[src/shared/spi_cfg_pkg.sv]
package spi_cfg_pkg;

    // ****************************************
    // Serial frame layout
    // ****************************************
    localparam int unsigned ADDR_W       = 15;
    localparam int unsigned HDR_BIT_READ = 15;
    localparam logic [3:0]  HDR_LAST     = 4'hF;
    localparam logic [3:0]  BYTE_LAST    = 4'h7;
    localparam logic [3:0]  CNT_ZERO     = 4'h0;
    localparam logic [3:0]  CNT_ONE      = 4'h1;
    localparam logic [ADDR_W-1:0] ADDR_ONE  = 15'h0001;
    localparam logic [ADDR_W-1:0] ADDR_ZERO = 15'h0000;

    // Pin vector positions and idle levels
    localparam int unsigned PIN_CS   = 2;
    localparam int unsigned PIN_SCK  = 1;
    localparam int unsigned PIN_SDI  = 0;
    localparam logic [2:0]  PIN_IDLE = 3'h4;

    // ****************************************
    // Register offsets
    // ****************************************
    localparam logic [ADDR_W-1:0] OFF_IFC_CFG  = 15'h0000;
    localparam logic [ADDR_W-1:0] OFF_PWR_CFG  = 15'h0002;
    localparam logic [ADDR_W-1:0] OFF_MAKER_LO = 15'h000C;
    localparam logic [ADDR_W-1:0] OFF_MAKER_HI = 15'h000D;
    localparam logic [ADDR_W-1:0] OFF_USR_CFG  = 15'h0010;

    // ****************************************
    // Fields and reset values
    // ****************************************
    localparam int unsigned IFC_BIT_SOFT  = 7;
    localparam int unsigned IFC_BIT_ASC   = 5;
    localparam int unsigned IFC_BIT_FLAG  = 4;
    localparam logic [7:0]  IFC_RESET     = 8'h30;
    localparam logic [7:0]  IFC_RW_MASK   = 8'h6F;
    localparam logic [7:0]  IFC_RO_ONES   = 8'h10;
    localparam logic [7:0]  PWR_RESET     = 8'h00;
    localparam logic [7:0]  USR_RESET     = 8'h00;
    localparam int unsigned USR_BIT_HOLD  = 0;
    localparam logic [1:0]  MODE_NORMAL   = 2'h0;
    localparam logic [1:0]  MODE_PD       = 2'h3;
    localparam logic [7:0]  RD_UNMAPPED   = 8'h00;

    // ****************************************
    // Timing
    // ****************************************
    localparam int unsigned CLK_MHZ        = 125;
    localparam int unsigned SOFT_RESET_NS  = 750;
    localparam int unsigned RST_CNT_W      = 7;
    localparam logic [RST_CNT_W-1:0] SOFT_RESET_CYC =
        RST_CNT_W'((SOFT_RESET_NS * CLK_MHZ + 999) / 1000);
    localparam logic [RST_CNT_W-1:0] RST_CNT_ZERO = 7'h00;
    localparam logic [RST_CNT_W-1:0] RST_CNT_ONE  = 7'h01;

    // Link states, Gray along idle -> header -> data
    typedef enum logic [1:0] {
        ST_IDLE   = 2'b00,
        ST_HEADER = 2'b01,
        ST_DATA   = 2'b11
    } link_state_e;

endpackage

[src/shared/spi_frame_if.sv]
`timescale 1ns/1ps
interface spi_frame_if
    import spi_cfg_pkg::*;
();
    logic              addr_load;
    logic [ADDR_W-1:0] addr;
    logic              byte_done;
    logic              is_read;
    logic [7:0]        wdata;
    logic [7:0]        rd_data;
    logic              chip_reset;

    modport link (
        output addr_load, addr, byte_done, is_read, wdata,
        input  rd_data, chip_reset
    );
    modport regs (
        input  addr_load, addr, byte_done, is_read, wdata,
        output rd_data, chip_reset
    );
endinterface

[src/design/spi_interface_config_regs.sv]
`timescale 1ns/1ps
// Summary of operation
// [RULE1] Reset request resets chip and all registers
// [RULE2] Reset request bit clears itself, reads zero
// [RULE3] Host waits 750 ns after reset request
// [RULE4] Streaming address decrements at 0, increments at 1
// [RULE5] Output flag reads 1; reads on output pin
// [RULE6] No three-wire mode; input never driven
// [RULE7] Mode 0 normal, mode 3 full power down
// [RULE8] Maker code fixed 16 bits, writes ignored
// [RULE9] Freeze bit holds address through streaming
// [RULE10] Host writes reset values into reserved fields
// [RULE11] Interface configuration reads 0x30 after reset
// [RULE12] Step after each byte; first byte at command
module spi_interface_config_regs
    import spi_cfg_pkg::*;
#(
    parameter logic [15:0] MAKER_CODE = 16'hA5C3  // Arbitrary neutral value
)(
    // Clock and reset
    input  wire logic clk,
    input  wire logic rst_b,
    // Serial pins
    input  wire logic sclk,
    input  wire logic cs_b,
    input  wire logic sdi,
    output logic      sdo,
    output logic      sdo_oe,
    // Device controls
    output logic       chip_reset,
    output logic [1:0] power_mode,
    output logic       full_power_down
);

    // ****************************************
    // Serial link
    // ****************************************
    spi_frame_if fr ();

    spi_link_shifter u_link (
        .clk    (clk),
        .rst_b  (rst_b),
        .sclk   (sclk),
        .cs_b   (cs_b),
        .sdi    (sdi),
        .sdo    (sdo),
        .sdo_oe (sdo_oe),
        .fr     (fr.link)
    );

    // ****************************************
    // Address stepping
    // ****************************************
    function automatic logic [ADDR_W-1:0] next_addr(
        input logic [ADDR_W-1:0] a,
        input logic              up,
        input logic              frz
    );
        next_addr = frz ? a : (up ? a + ADDR_ONE : a - ADDR_ONE);
    endfunction

    logic [7:0]           ifc_q;
    logic [7:0]           pwr_q;
    logic [7:0]           usr_q;
    logic [ADDR_W-1:0]    addr_q;
    logic [RST_CNT_W-1:0] rst_cnt_q;
    logic                 wr_en;
    logic                 hit_ifc;
    logic                 hit_pwr;
    logic                 hit_usr;
    logic                 hit_mlo;
    logic                 hit_mhi;
    logic                 soft_req;
    logic                 ascend;
    logic                 hold;
    logic [7:0]           ifc_rd;
    logic [7:0]           rd_data;

    // ****************************************
    // Decode
    // ****************************************
    assign hit_ifc  = (addr_q == OFF_IFC_CFG);
    assign hit_pwr  = (addr_q == OFF_PWR_CFG);
    assign hit_usr  = (addr_q == OFF_USR_CFG);
    assign hit_mlo  = (addr_q == OFF_MAKER_LO);
    assign hit_mhi  = (addr_q == OFF_MAKER_HI);
    assign wr_en    = fr.byte_done & ~fr.is_read & ~chip_reset;
    assign soft_req = wr_en & hit_ifc & fr.wdata[IFC_BIT_SOFT];  // [RULE1]
    assign ascend   = ifc_q[IFC_BIT_ASC];
    assign hold     = usr_q[USR_BIT_HOLD];
    assign chip_reset = (rst_cnt_q != RST_CNT_ZERO);

    // Request bit never stored; output flag forced high
    assign ifc_rd = ifc_q | IFC_RO_ONES;  // [RULE2] [RULE5]

    assign rd_data = hit_ifc ? ifc_rd :
                     hit_pwr ? pwr_q :
                     hit_usr ? usr_q :
                     hit_mlo ? MAKER_CODE[7:0] :  // [RULE8]
                     hit_mhi ? MAKER_CODE[15:8] : RD_UNMAPPED;

    assign fr.rd_data    = rd_data;
    assign fr.chip_reset = chip_reset;

    // ****************************************
    // Registers
    // ****************************************
    always_ff @(posedge clk or negedge rst_b) begin
        if (!rst_b) begin
            ifc_q <= IFC_RESET & IFC_RW_MASK;  // [RULE11]
        end else if (soft_req) begin
            ifc_q <= IFC_RESET & IFC_RW_MASK;  // [RULE1] [RULE2]
        end else if (wr_en && hit_ifc) begin
            ifc_q <= fr.wdata & IFC_RW_MASK;  // [RULE4]
        end
    end

    always_ff @(posedge clk or negedge rst_b) begin
        if (!rst_b) begin
            pwr_q <= PWR_RESET;
            usr_q <= USR_RESET;
        end else if (soft_req) begin
            pwr_q <= PWR_RESET;  // [RULE1]
            usr_q <= USR_RESET;
        end else if (wr_en) begin
            if (hit_pwr) pwr_q <= fr.wdata;  // [RULE7]
            if (hit_usr) usr_q <= fr.wdata;  // [RULE9]
        end
    end

    // Reset stretch covering the settle time
    always_ff @(posedge clk or negedge rst_b) begin
        if (!rst_b) begin
            rst_cnt_q <= RST_CNT_ZERO;
        end else if (soft_req) begin
            rst_cnt_q <= SOFT_RESET_CYC;  // [RULE1]
        end else if (chip_reset) begin
            rst_cnt_q <= rst_cnt_q - RST_CNT_ONE;
        end
    end

    // Write and step use the settings held before this byte
    always_ff @(posedge clk or negedge rst_b) begin
        if (!rst_b) begin
            addr_q <= ADDR_ZERO;
        end else if (soft_req) begin
            addr_q <= ADDR_ZERO;
        end else if (fr.addr_load) begin
            addr_q <= fr.addr;  // [RULE12]
        end else if (fr.byte_done) begin
            addr_q <= next_addr(addr_q, ascend, hold);  // [RULE4] [RULE9] [RULE12]
        end
    end

    // ****************************************
    // Power state
    // ****************************************
    assign power_mode      = pwr_q[1:0];
    assign full_power_down = (power_mode == MODE_PD);  // [RULE7]
endmodule

[src/design/spi_link_shifter.sv]
`timescale 1ns/1ps
module spi_link_shifter
    import spi_cfg_pkg::*;
(
    // Clock and reset
    input  wire logic clk,
    input  wire logic rst_b,
    // Serial pins
    input  wire logic sclk,
    input  wire logic cs_b,
    input  wire logic sdi,
    output logic      sdo,
    output logic      sdo_oe,
    // Register side
    spi_frame_if.link fr
);

    // ****************************************
    // Pin synchronisers
    // ****************************************
    logic [2:0]  s1_q;
    logic [2:0]  s2_q;
    logic [2:0]  s3_q;
    logic [2:0]  pin_q;
    logic [2:0]  pin_d;
    link_state_e state_q;
    link_state_e state_d;
    logic [3:0]  cnt_q;
    logic [3:0]  cnt_d;
    logic [15:0] hdr_q;
    logic [7:0]  rx_q;
    logic [7:0]  tx_q;
    logic [7:0]  wdata_q;
    logic        addr_load_q;
    logic        byte_done_q;
    logic        load_q;
    logic        sdo_q;
    logic        oe_q;
    logic        cs_fall;
    logic        cs_rise;
    logic        sck_rise;
    logic        sck_fall;
    logic        hdr_end;
    logic        byte_end;

    always_ff @(posedge clk or negedge rst_b) begin
        if (!rst_b) begin
            s1_q  <= PIN_IDLE;
            s2_q  <= PIN_IDLE;
            s3_q  <= PIN_IDLE;
            pin_q <= PIN_IDLE;
        end else begin
            s1_q  <= {cs_b, sclk, sdi};
            s2_q  <= s1_q;
            s3_q  <= s2_q;
            pin_q <= pin_d;
        end
    end

    // Change accepted once stages two and three agree
    assign pin_d    = (~(s2_q ^ s3_q) & s3_q) | ((s2_q ^ s3_q) & pin_q);
    assign cs_fall  = pin_q[PIN_CS] & ~pin_d[PIN_CS];
    assign cs_rise  = ~pin_q[PIN_CS] & pin_d[PIN_CS];
    assign sck_rise = ~pin_q[PIN_SCK] & pin_d[PIN_SCK];
    assign sck_fall = pin_q[PIN_SCK] & ~pin_d[PIN_SCK];
    assign hdr_end  = (state_q == ST_HEADER) & sck_rise & (cnt_q == HDR_LAST);
    assign byte_end = (state_q == ST_DATA) & sck_rise & (cnt_q == BYTE_LAST);

    // ****************************************
    // Frame sequencing
    // ****************************************
    always_comb begin
        state_d = state_q;
        unique case (state_q)
            ST_IDLE:   if (cs_fall) state_d = ST_HEADER;
            ST_HEADER: if (hdr_end) state_d = ST_DATA;
            ST_DATA:   state_d = ST_DATA;
            default:   state_d = ST_IDLE;
        endcase
        if (cs_rise || fr.chip_reset) state_d = ST_IDLE;
    end

    assign cnt_d = (state_d != state_q || byte_end) ? CNT_ZERO :
                   (sck_rise && state_q != ST_IDLE) ? cnt_q + CNT_ONE : cnt_q;

    always_ff @(posedge clk or negedge rst_b) begin
        if (!rst_b) begin
            state_q <= ST_IDLE;
            cnt_q   <= CNT_ZERO;
        end else begin
            state_q <= state_d;
            cnt_q   <= cnt_d;
        end
    end

    // ****************************************
    // Receive path
    // ****************************************
    always_ff @(posedge clk or negedge rst_b) begin
        if (!rst_b) begin
            hdr_q <= 16'h0000;
            rx_q  <= 8'h00;
        end else if (sck_rise && state_q == ST_HEADER) begin
            hdr_q <= {hdr_q[14:0], pin_q[PIN_SDI]};
        end else if (sck_rise && state_q == ST_DATA) begin
            rx_q  <= {rx_q[6:0], pin_q[PIN_SDI]};
        end
    end

    always_ff @(posedge clk or negedge rst_b) begin
        if (!rst_b) begin
            wdata_q     <= 8'h00;
            addr_load_q <= 1'b0;
            byte_done_q <= 1'b0;
            load_q      <= 1'b0;
        end else begin
            if (byte_end) wdata_q <= {rx_q[6:0], pin_q[PIN_SDI]};
            addr_load_q <= hdr_end & ~fr.chip_reset;
            byte_done_q <= byte_end & ~fr.chip_reset;
            load_q      <= addr_load_q | byte_done_q;
        end
    end

    // ****************************************
    // Transmit path, dedicated output only
    // ****************************************
    always_ff @(posedge clk or negedge rst_b) begin
        if (!rst_b) begin
            tx_q  <= 8'h00;
            sdo_q <= 1'b0;
            oe_q  <= 1'b0;
        end else begin
            if (load_q) tx_q <= fr.rd_data;
            else if (sck_fall && state_q == ST_DATA) tx_q <= {tx_q[6:0], 1'b0};
            if (sck_fall && state_q == ST_DATA) sdo_q <= tx_q[7];
            oe_q <= (state_q == ST_DATA) & hdr_q[HDR_BIT_READ];  // [RULE5] [RULE6]
        end
    end

    assign sdo          = sdo_q;
    assign sdo_oe       = oe_q;
    assign fr.addr      = hdr_q[ADDR_W-1:0];
    assign fr.is_read   = hdr_q[HDR_BIT_READ];
    assign fr.wdata     = wdata_q;
    assign fr.addr_load = addr_load_q;
    assign fr.byte_done = byte_done_q;
endmodule

[config.mk]
export PLATFORM = sky130hd
export DESIGN_NAME = spi_interface_config_regs
export DESIGN_NICKNAME = d
export VERILOG_FILES = /design/src/shared/spi_cfg_pkg.sv /design/src/shared/spi_frame_if.sv /design/src/design/spi_interface_config_regs.sv /design/src/design/spi_link_shifter.sv
export SDC_FILE = /design/constraint.sdc
export NUM_CORES = 1
export LEC_CHECK = 0
export BUFFER_PORTS_ARGS = -buffer_cell sky130_fd_sc_hd__buf_2
export CAP_MARGIN = 10
export CORE_ASPECT_RATIO = 1.1
export CORE_MARGIN = 3
export CORE_UTILIZATION = 60
export DETAILED_ROUTE_END_ITERATION = 10
export GPL_TIMING_DRIVEN = 0
export PLACE_DENSITY = 0.77
export SYNTH_ARGS = -nofsm -noshare
export SYNTH_HDL_FRONTEND = slang
export SYNTH_SLANG_ARGS = --single-unit
[constraint.sdc]
create_clock -name clk -period 2.8 [get_ports clk]
set_clock_uncertainty 0.1 [all_clocks]
set_input_delay 0 -clock clk [delete_from_list [all_inputs] [get_ports clk]]
set_output_delay 0 -clock clk [all_outputs]
set_load 0.01 [all_outputs]
After elaboration in Yosys (flattened, before gate mapping) --
Index checks and enable logic that the tools add are counted.
Storage, ports and cells: input bits 5, output and inout bits 6, logic and storage cells 114, bits in registers 108
Operators by class: multiplexer cells 28, bitwise logic cells 28, equal/unequal tests 11, $add $sub $neg 4, reduce and logical (&&, ||, !) cells 23
Operators with widths (count):
- 2-to-1 mux 8 bit | 15
- 2-to-1 mux 15 bit | 5
- equality test 15 x 4 -> 1 bit, second input constant | 2
- nonzero test 2 bit | 8
- adder 15 x 1 -> 15 bit, second input constant | 1
- bitwise AND 1 bit | 15
- equality test 15 x 2 -> 1 bit, second input constant | 1
- equality test 15 x 5 -> 1 bit, second input constant | 1
- zero test 15 bit | 1
- subtractor 15 x 1 -> 15 bit, second input constant | 1
- 2-to-1 mux 7 bit | 2
- 2-to-1 mux 4 bit | 2
- AND reduction 2 bit | 4
- NOT 1 bit | 7
- nonzero test 7 bit | 1
- subtractor 7 x 1 -> 7 bit, second input constant | 1
- bitwise AND 3 bit | 2
- 2-to-1 mux 2 bit | 3
- case mux 2 bit (3 select lines) | 1
- logical AND 1 bit | 5
- adder 4 x 1 -> 4 bit, second input constant | 1
- equality test 2 bit, second input constant | 2
- equality test 4 x 3 -> 1 bit, second input constant | 1
- equality test 4 bit, second input constant | 1
- 10 further kinds | 11

Depth between registers and ports, before layout --
word-level depth 13, mapped depth 10, gate-level depth less buffers 9

Hierarchy --
Synthesis repeated with hierarchy kept, for this count alone.
Second synthesis, totals: cell total of the unflattened synthesis 509, area, all modules 5347.6 sq um
By module, submodules not included:
- spi_interface_config_regs | instances 1, area an instance 2911.5 sq um, cells an instance 338
- spi_link_shifter | instances 1, area an instance 2436.1 sq um, cells an instance 171

Least setup slack after synthesis --
OpenSTA, ideal clock, no wires.
kind register to register, from reg ifc_q[5], to reg addr_q[14], setup slack 273 ps, period minus slack after synthesis 2527 ps, setup time 94 ps, stages on the path, launching flop included 9, arrival time 2334 ps, path through dfstp_2 inv_1 fa_1 a211oi_1 o21ai_0 a21oi_1 o21ai_0 xnor2_1 a211oi_1
Between the ends: word-level cells in the longest chain between the ends 5
RTL lines:
- start, declared | line spi_interface_config_regs.sv:62 | logic [7:0] ifc_q;
- start signal, assigned | line spi_interface_config_regs.sv:110 | ifc_q <= IFC_RESET & IFC_RW_MASK;
- start signal, assigned | line spi_interface_config_regs.sv:112 | ifc_q <= IFC_RESET & IFC_RW_MASK;
- start signal, assigned | line spi_interface_config_regs.sv:114 | ifc_q <= fr.wdata & IFC_RW_MASK;
- 2-to-1 mux 15 bit (2 in series) | line spi_interface_config_regs.sv:59 | next_addr = frz ? a : (up ? a + ADDR_ONE : a - ADDR_ONE);
- 2-to-1 mux 15 bit | line spi_interface_config_regs.sv:150 | end else if (fr.byte_done) begin
- 2-to-1 mux 15 bit | line spi_interface_config_regs.sv:148 | end else if (fr.addr_load) begin
- 2-to-1 mux 15 bit | line spi_interface_config_regs.sv:146 | end else if (soft_req) begin
- end signal, assigned | line spi_interface_config_regs.sv:149 | addr_q <= fr.addr;
- end signal, assigned | line spi_interface_config_regs.sv:151 | addr_q <= next_addr(addr_q, ascend, hold);
- end, declared | line spi_interface_config_regs.sv:65 | logic [ADDR_W-1:0] addr_q;
Every way passes these cells. The select of a mux whose other input is x is not followed. A chain may end at the register's enable or synchronous reset.

Final worst setup path --
from reg ifc_q[5], to reg addr_q[13]
The elaborated chain is that of the path after synthesis.

==> metrics <==
clk sink count=approximately 110; FMAX=around 370 MHz; Yosys cell types=57; data required time of the worst path=between 2000 and 3000 ps; Setup crit start kind=flip-flop; dpl ws=-231 ps; post-synth top area share=0.472; Die Wd=between 90 and 100 microns; Hold Fails Final Rpt=0; vias in the first global route=3890; Yosys top cell by area=dfrtp_1; max-slew violation count=0; Antenna Nets Post-Route=0; layout cells sized above 1=0.218; Max-slew headroom=0.458; initial antenna violation count=0; Avg Cell Area, Syn=about 10 sq um; crit end category=flip-flop; status=finished, final reports clean; cts bufs inserted=9; Final Cycle Share=0.971; clk buf depth=2; top fanout value on the critical path=7; Synth top cells by count=dfrtp_1 (101), nand2_1 (52), a21oi_1 (46); Layout Nets=approximately 570; CTS tree=built; Final setup viols=0; Tot Pwr=0.00282 W; Inst Count DP=around 640; Synth Net Count=535; Non-Filler Instances=around 660; post-route setup slack=roughly 80 ps; via count=around 4000; Vias/cell=5.99; Synth area leaders=dfrtp_1 (47%), mux2_2 (8.0%), a21oi_1 (4.3%); Yosys reg bits=between 100 and 150; Cell Rows=35; final worst path period need=around 2700 ps; netlist area before placement=5360 sq um; first-pass GRT wire length=~19000 microns; Least-Margin Pin Slew=806 ps; GPL Wtd Cong=about 0.93; Detail Placement HPWL=approximately 8000 microns; Filler Cells Inserted=639; prevailing post-synth register cell=dfrtp_1; Area growth syn-to-layout=11.6%; clk slew on worst S/H paths=roughly 110 ps; clk_lat worst skew=about 380 ps; num ports=11; Die Span Y=around 110 microns; DRT iter0 DRCs=around 330; yosys warns=0; maximum vdd drop=0.403 mV; final wirelength=around 11000 microns; DRC Markers=0; clk root buf=clkbuf_8; global route overflow=0; die area=10100 sq um; PortBufs=10; async set or reset register ratio after synthesis=1.00; core area=between 8000 and 9000 sq um; Maximum Capacitance Violations=0; DRT Pass-1 Iters=5; cell count after synthesis=approximately 510; leakage=~2.8 nW; largest net degree at the start of global routing=between 50 and 60; worst reg2reg path depth=8; post-synthesis sequential area ratio=0.496; n_diodes=0; H-tree Lvls=3; worst hold path type=in2async; CP Class=reg2reg; CP Data Arrival Time=between 2000 and 3000 ps; initial core utilization=0.627; most common cell in the netlist=dfrtp_1; PD cells=around 470 nW/um^2; Total Routing Usage GR=0.241; Avg WL per Cell=about 17 microns; Post-synth EDFFs=0
-- kinds of logic after synthesis --
group,count (synthesis),share of synthesized area
adders and majority gates,18,0.0425
DFF,106,0.496
xor gates and xnor gates,17,0.0278
buffers and inverters,36,0.0318
muxes,51,0.104
and+or+nand+nor,170,0.167
AOI/OAI and AO/OA,116,0.130
-- layer usage --
metal / share of wire / routed length [microns] / GRT usage
met4: 0.013 / 151 / 0.0701
met3: 0.034 / 385 / 0.0382
met2: 0.48 / 5340 / 0.375
met5: 0 / 0 / 0
met1: 0.48 / 5330 / 0.348
-- path summary, 6_finish.rpt --
| path | from | end | slack (ps) |
|---|---|---|---|
| max in group asynchronous | rst_b | ifc_q[5] | 1780 |
| setup / recovery | ifc_q[5] | addr_q[13] | 80 |
| min in group clk | cs_b | u_link.s1_q[2] | 170 |
| setup reg to reg | ifc_q[5] | addr_q[13] | 80 |
| hold / removal | rst_b | addr_q[11] | 80 |
| hold reg to reg | u_link.s1_q[1] | u_link.s2_q[1] | 250 |
-- layout make-up --
class	instances	area (sq um)	area share
buffer	25	130	0.0218
inverter	9	37.5	0.00628
tap	111	139	0.0232
sequential	106	2660	0.445
timing repair inverter	1	7.51	0.00126
clock buffer	9	124	0.0207
timing repair buffer	22	173	0.0289
multi-input combinational	372	2600	0.435
clock inverter	7	108	0.0180
-- cells in the final DEF, fill, tap and decap left out, types with 11 or more instances in the layout --
cell,Yosys,layout
dfrtp_1,101,101
nand2_1,52,52
a21oi_1,46,44
mux2_2,38,38
nor2_1,37,37
o21ai_0,30,26
buf_2,7,16
nand3_1,14,13
mux2i_1,13,13
nand2b_1,12,12
ha_1,15,12
buf_4,3,11
clkbuf_1,14,11
-- worst max-delay path, cell delays in order, from the launching register on --
cell        delay [ps]
dfstp_2            620
buf_4              140
clkinvlp_4         120
ha_1               410
and3_1             250
and2_1             190
a32o_1             320
a2111oi_4          380
a2111oi_2           70
-- state kept, by name, indices dropped and copies added (netlist names), named ones only --
register	flops
u_link.sdo	1
u_link.s1_q	3
u_link.s3_q	3
u_link.pin_q	2
u_link.fr.byte_done	1
u_link.tx_q	8
ifc_q	6
pwr_q	8
u_link.hdr_q	16
usr_q	8
u_link.fr.addr_load	1
u_link.fr.wdata	8
u_link.sdo_oe	1
u_link.s2_q	3
u_link.cnt_q	4
u_link.rx_q	7
addr_q	15
u_link.load_q	1
rst_cnt_q	7
u_link.state_q	2
-- report_power, final --
group,switching (W),total [W],internal [W]
Sequential,0.0000569,0.00165,0.00160
Combinational,0.0000654,0.000131,0.0000654
Clock,0.000586,0.00103,0.000447
Total,0.000709,0.00282,0.00211
-- through the flow --
step	TNS (ps)	area [sq um]	utilization	hold WS [ps]
6_report	0	5980	0.700	85.0
5_1_grt	-12.6	5980	0.700	128
4_1_cts	0	5920	0.693	102
3_5_place_dp	-711	5580	0.653	-23.9
3_3_place_gp	-392	5550	0.650	7.15
2_1_floorplan	0	5360	-	-396
-- timing repair --
action,in CTS,in global routing
pin swaps,1,3
cloned,1,0
gates resized for setup,6,19
setup endpoints to repair,5,17
endpoints found under the hold margin,55,0
hold buffers,4,0
buffers inserted,7,0
(Power assumes the default switching activity.)
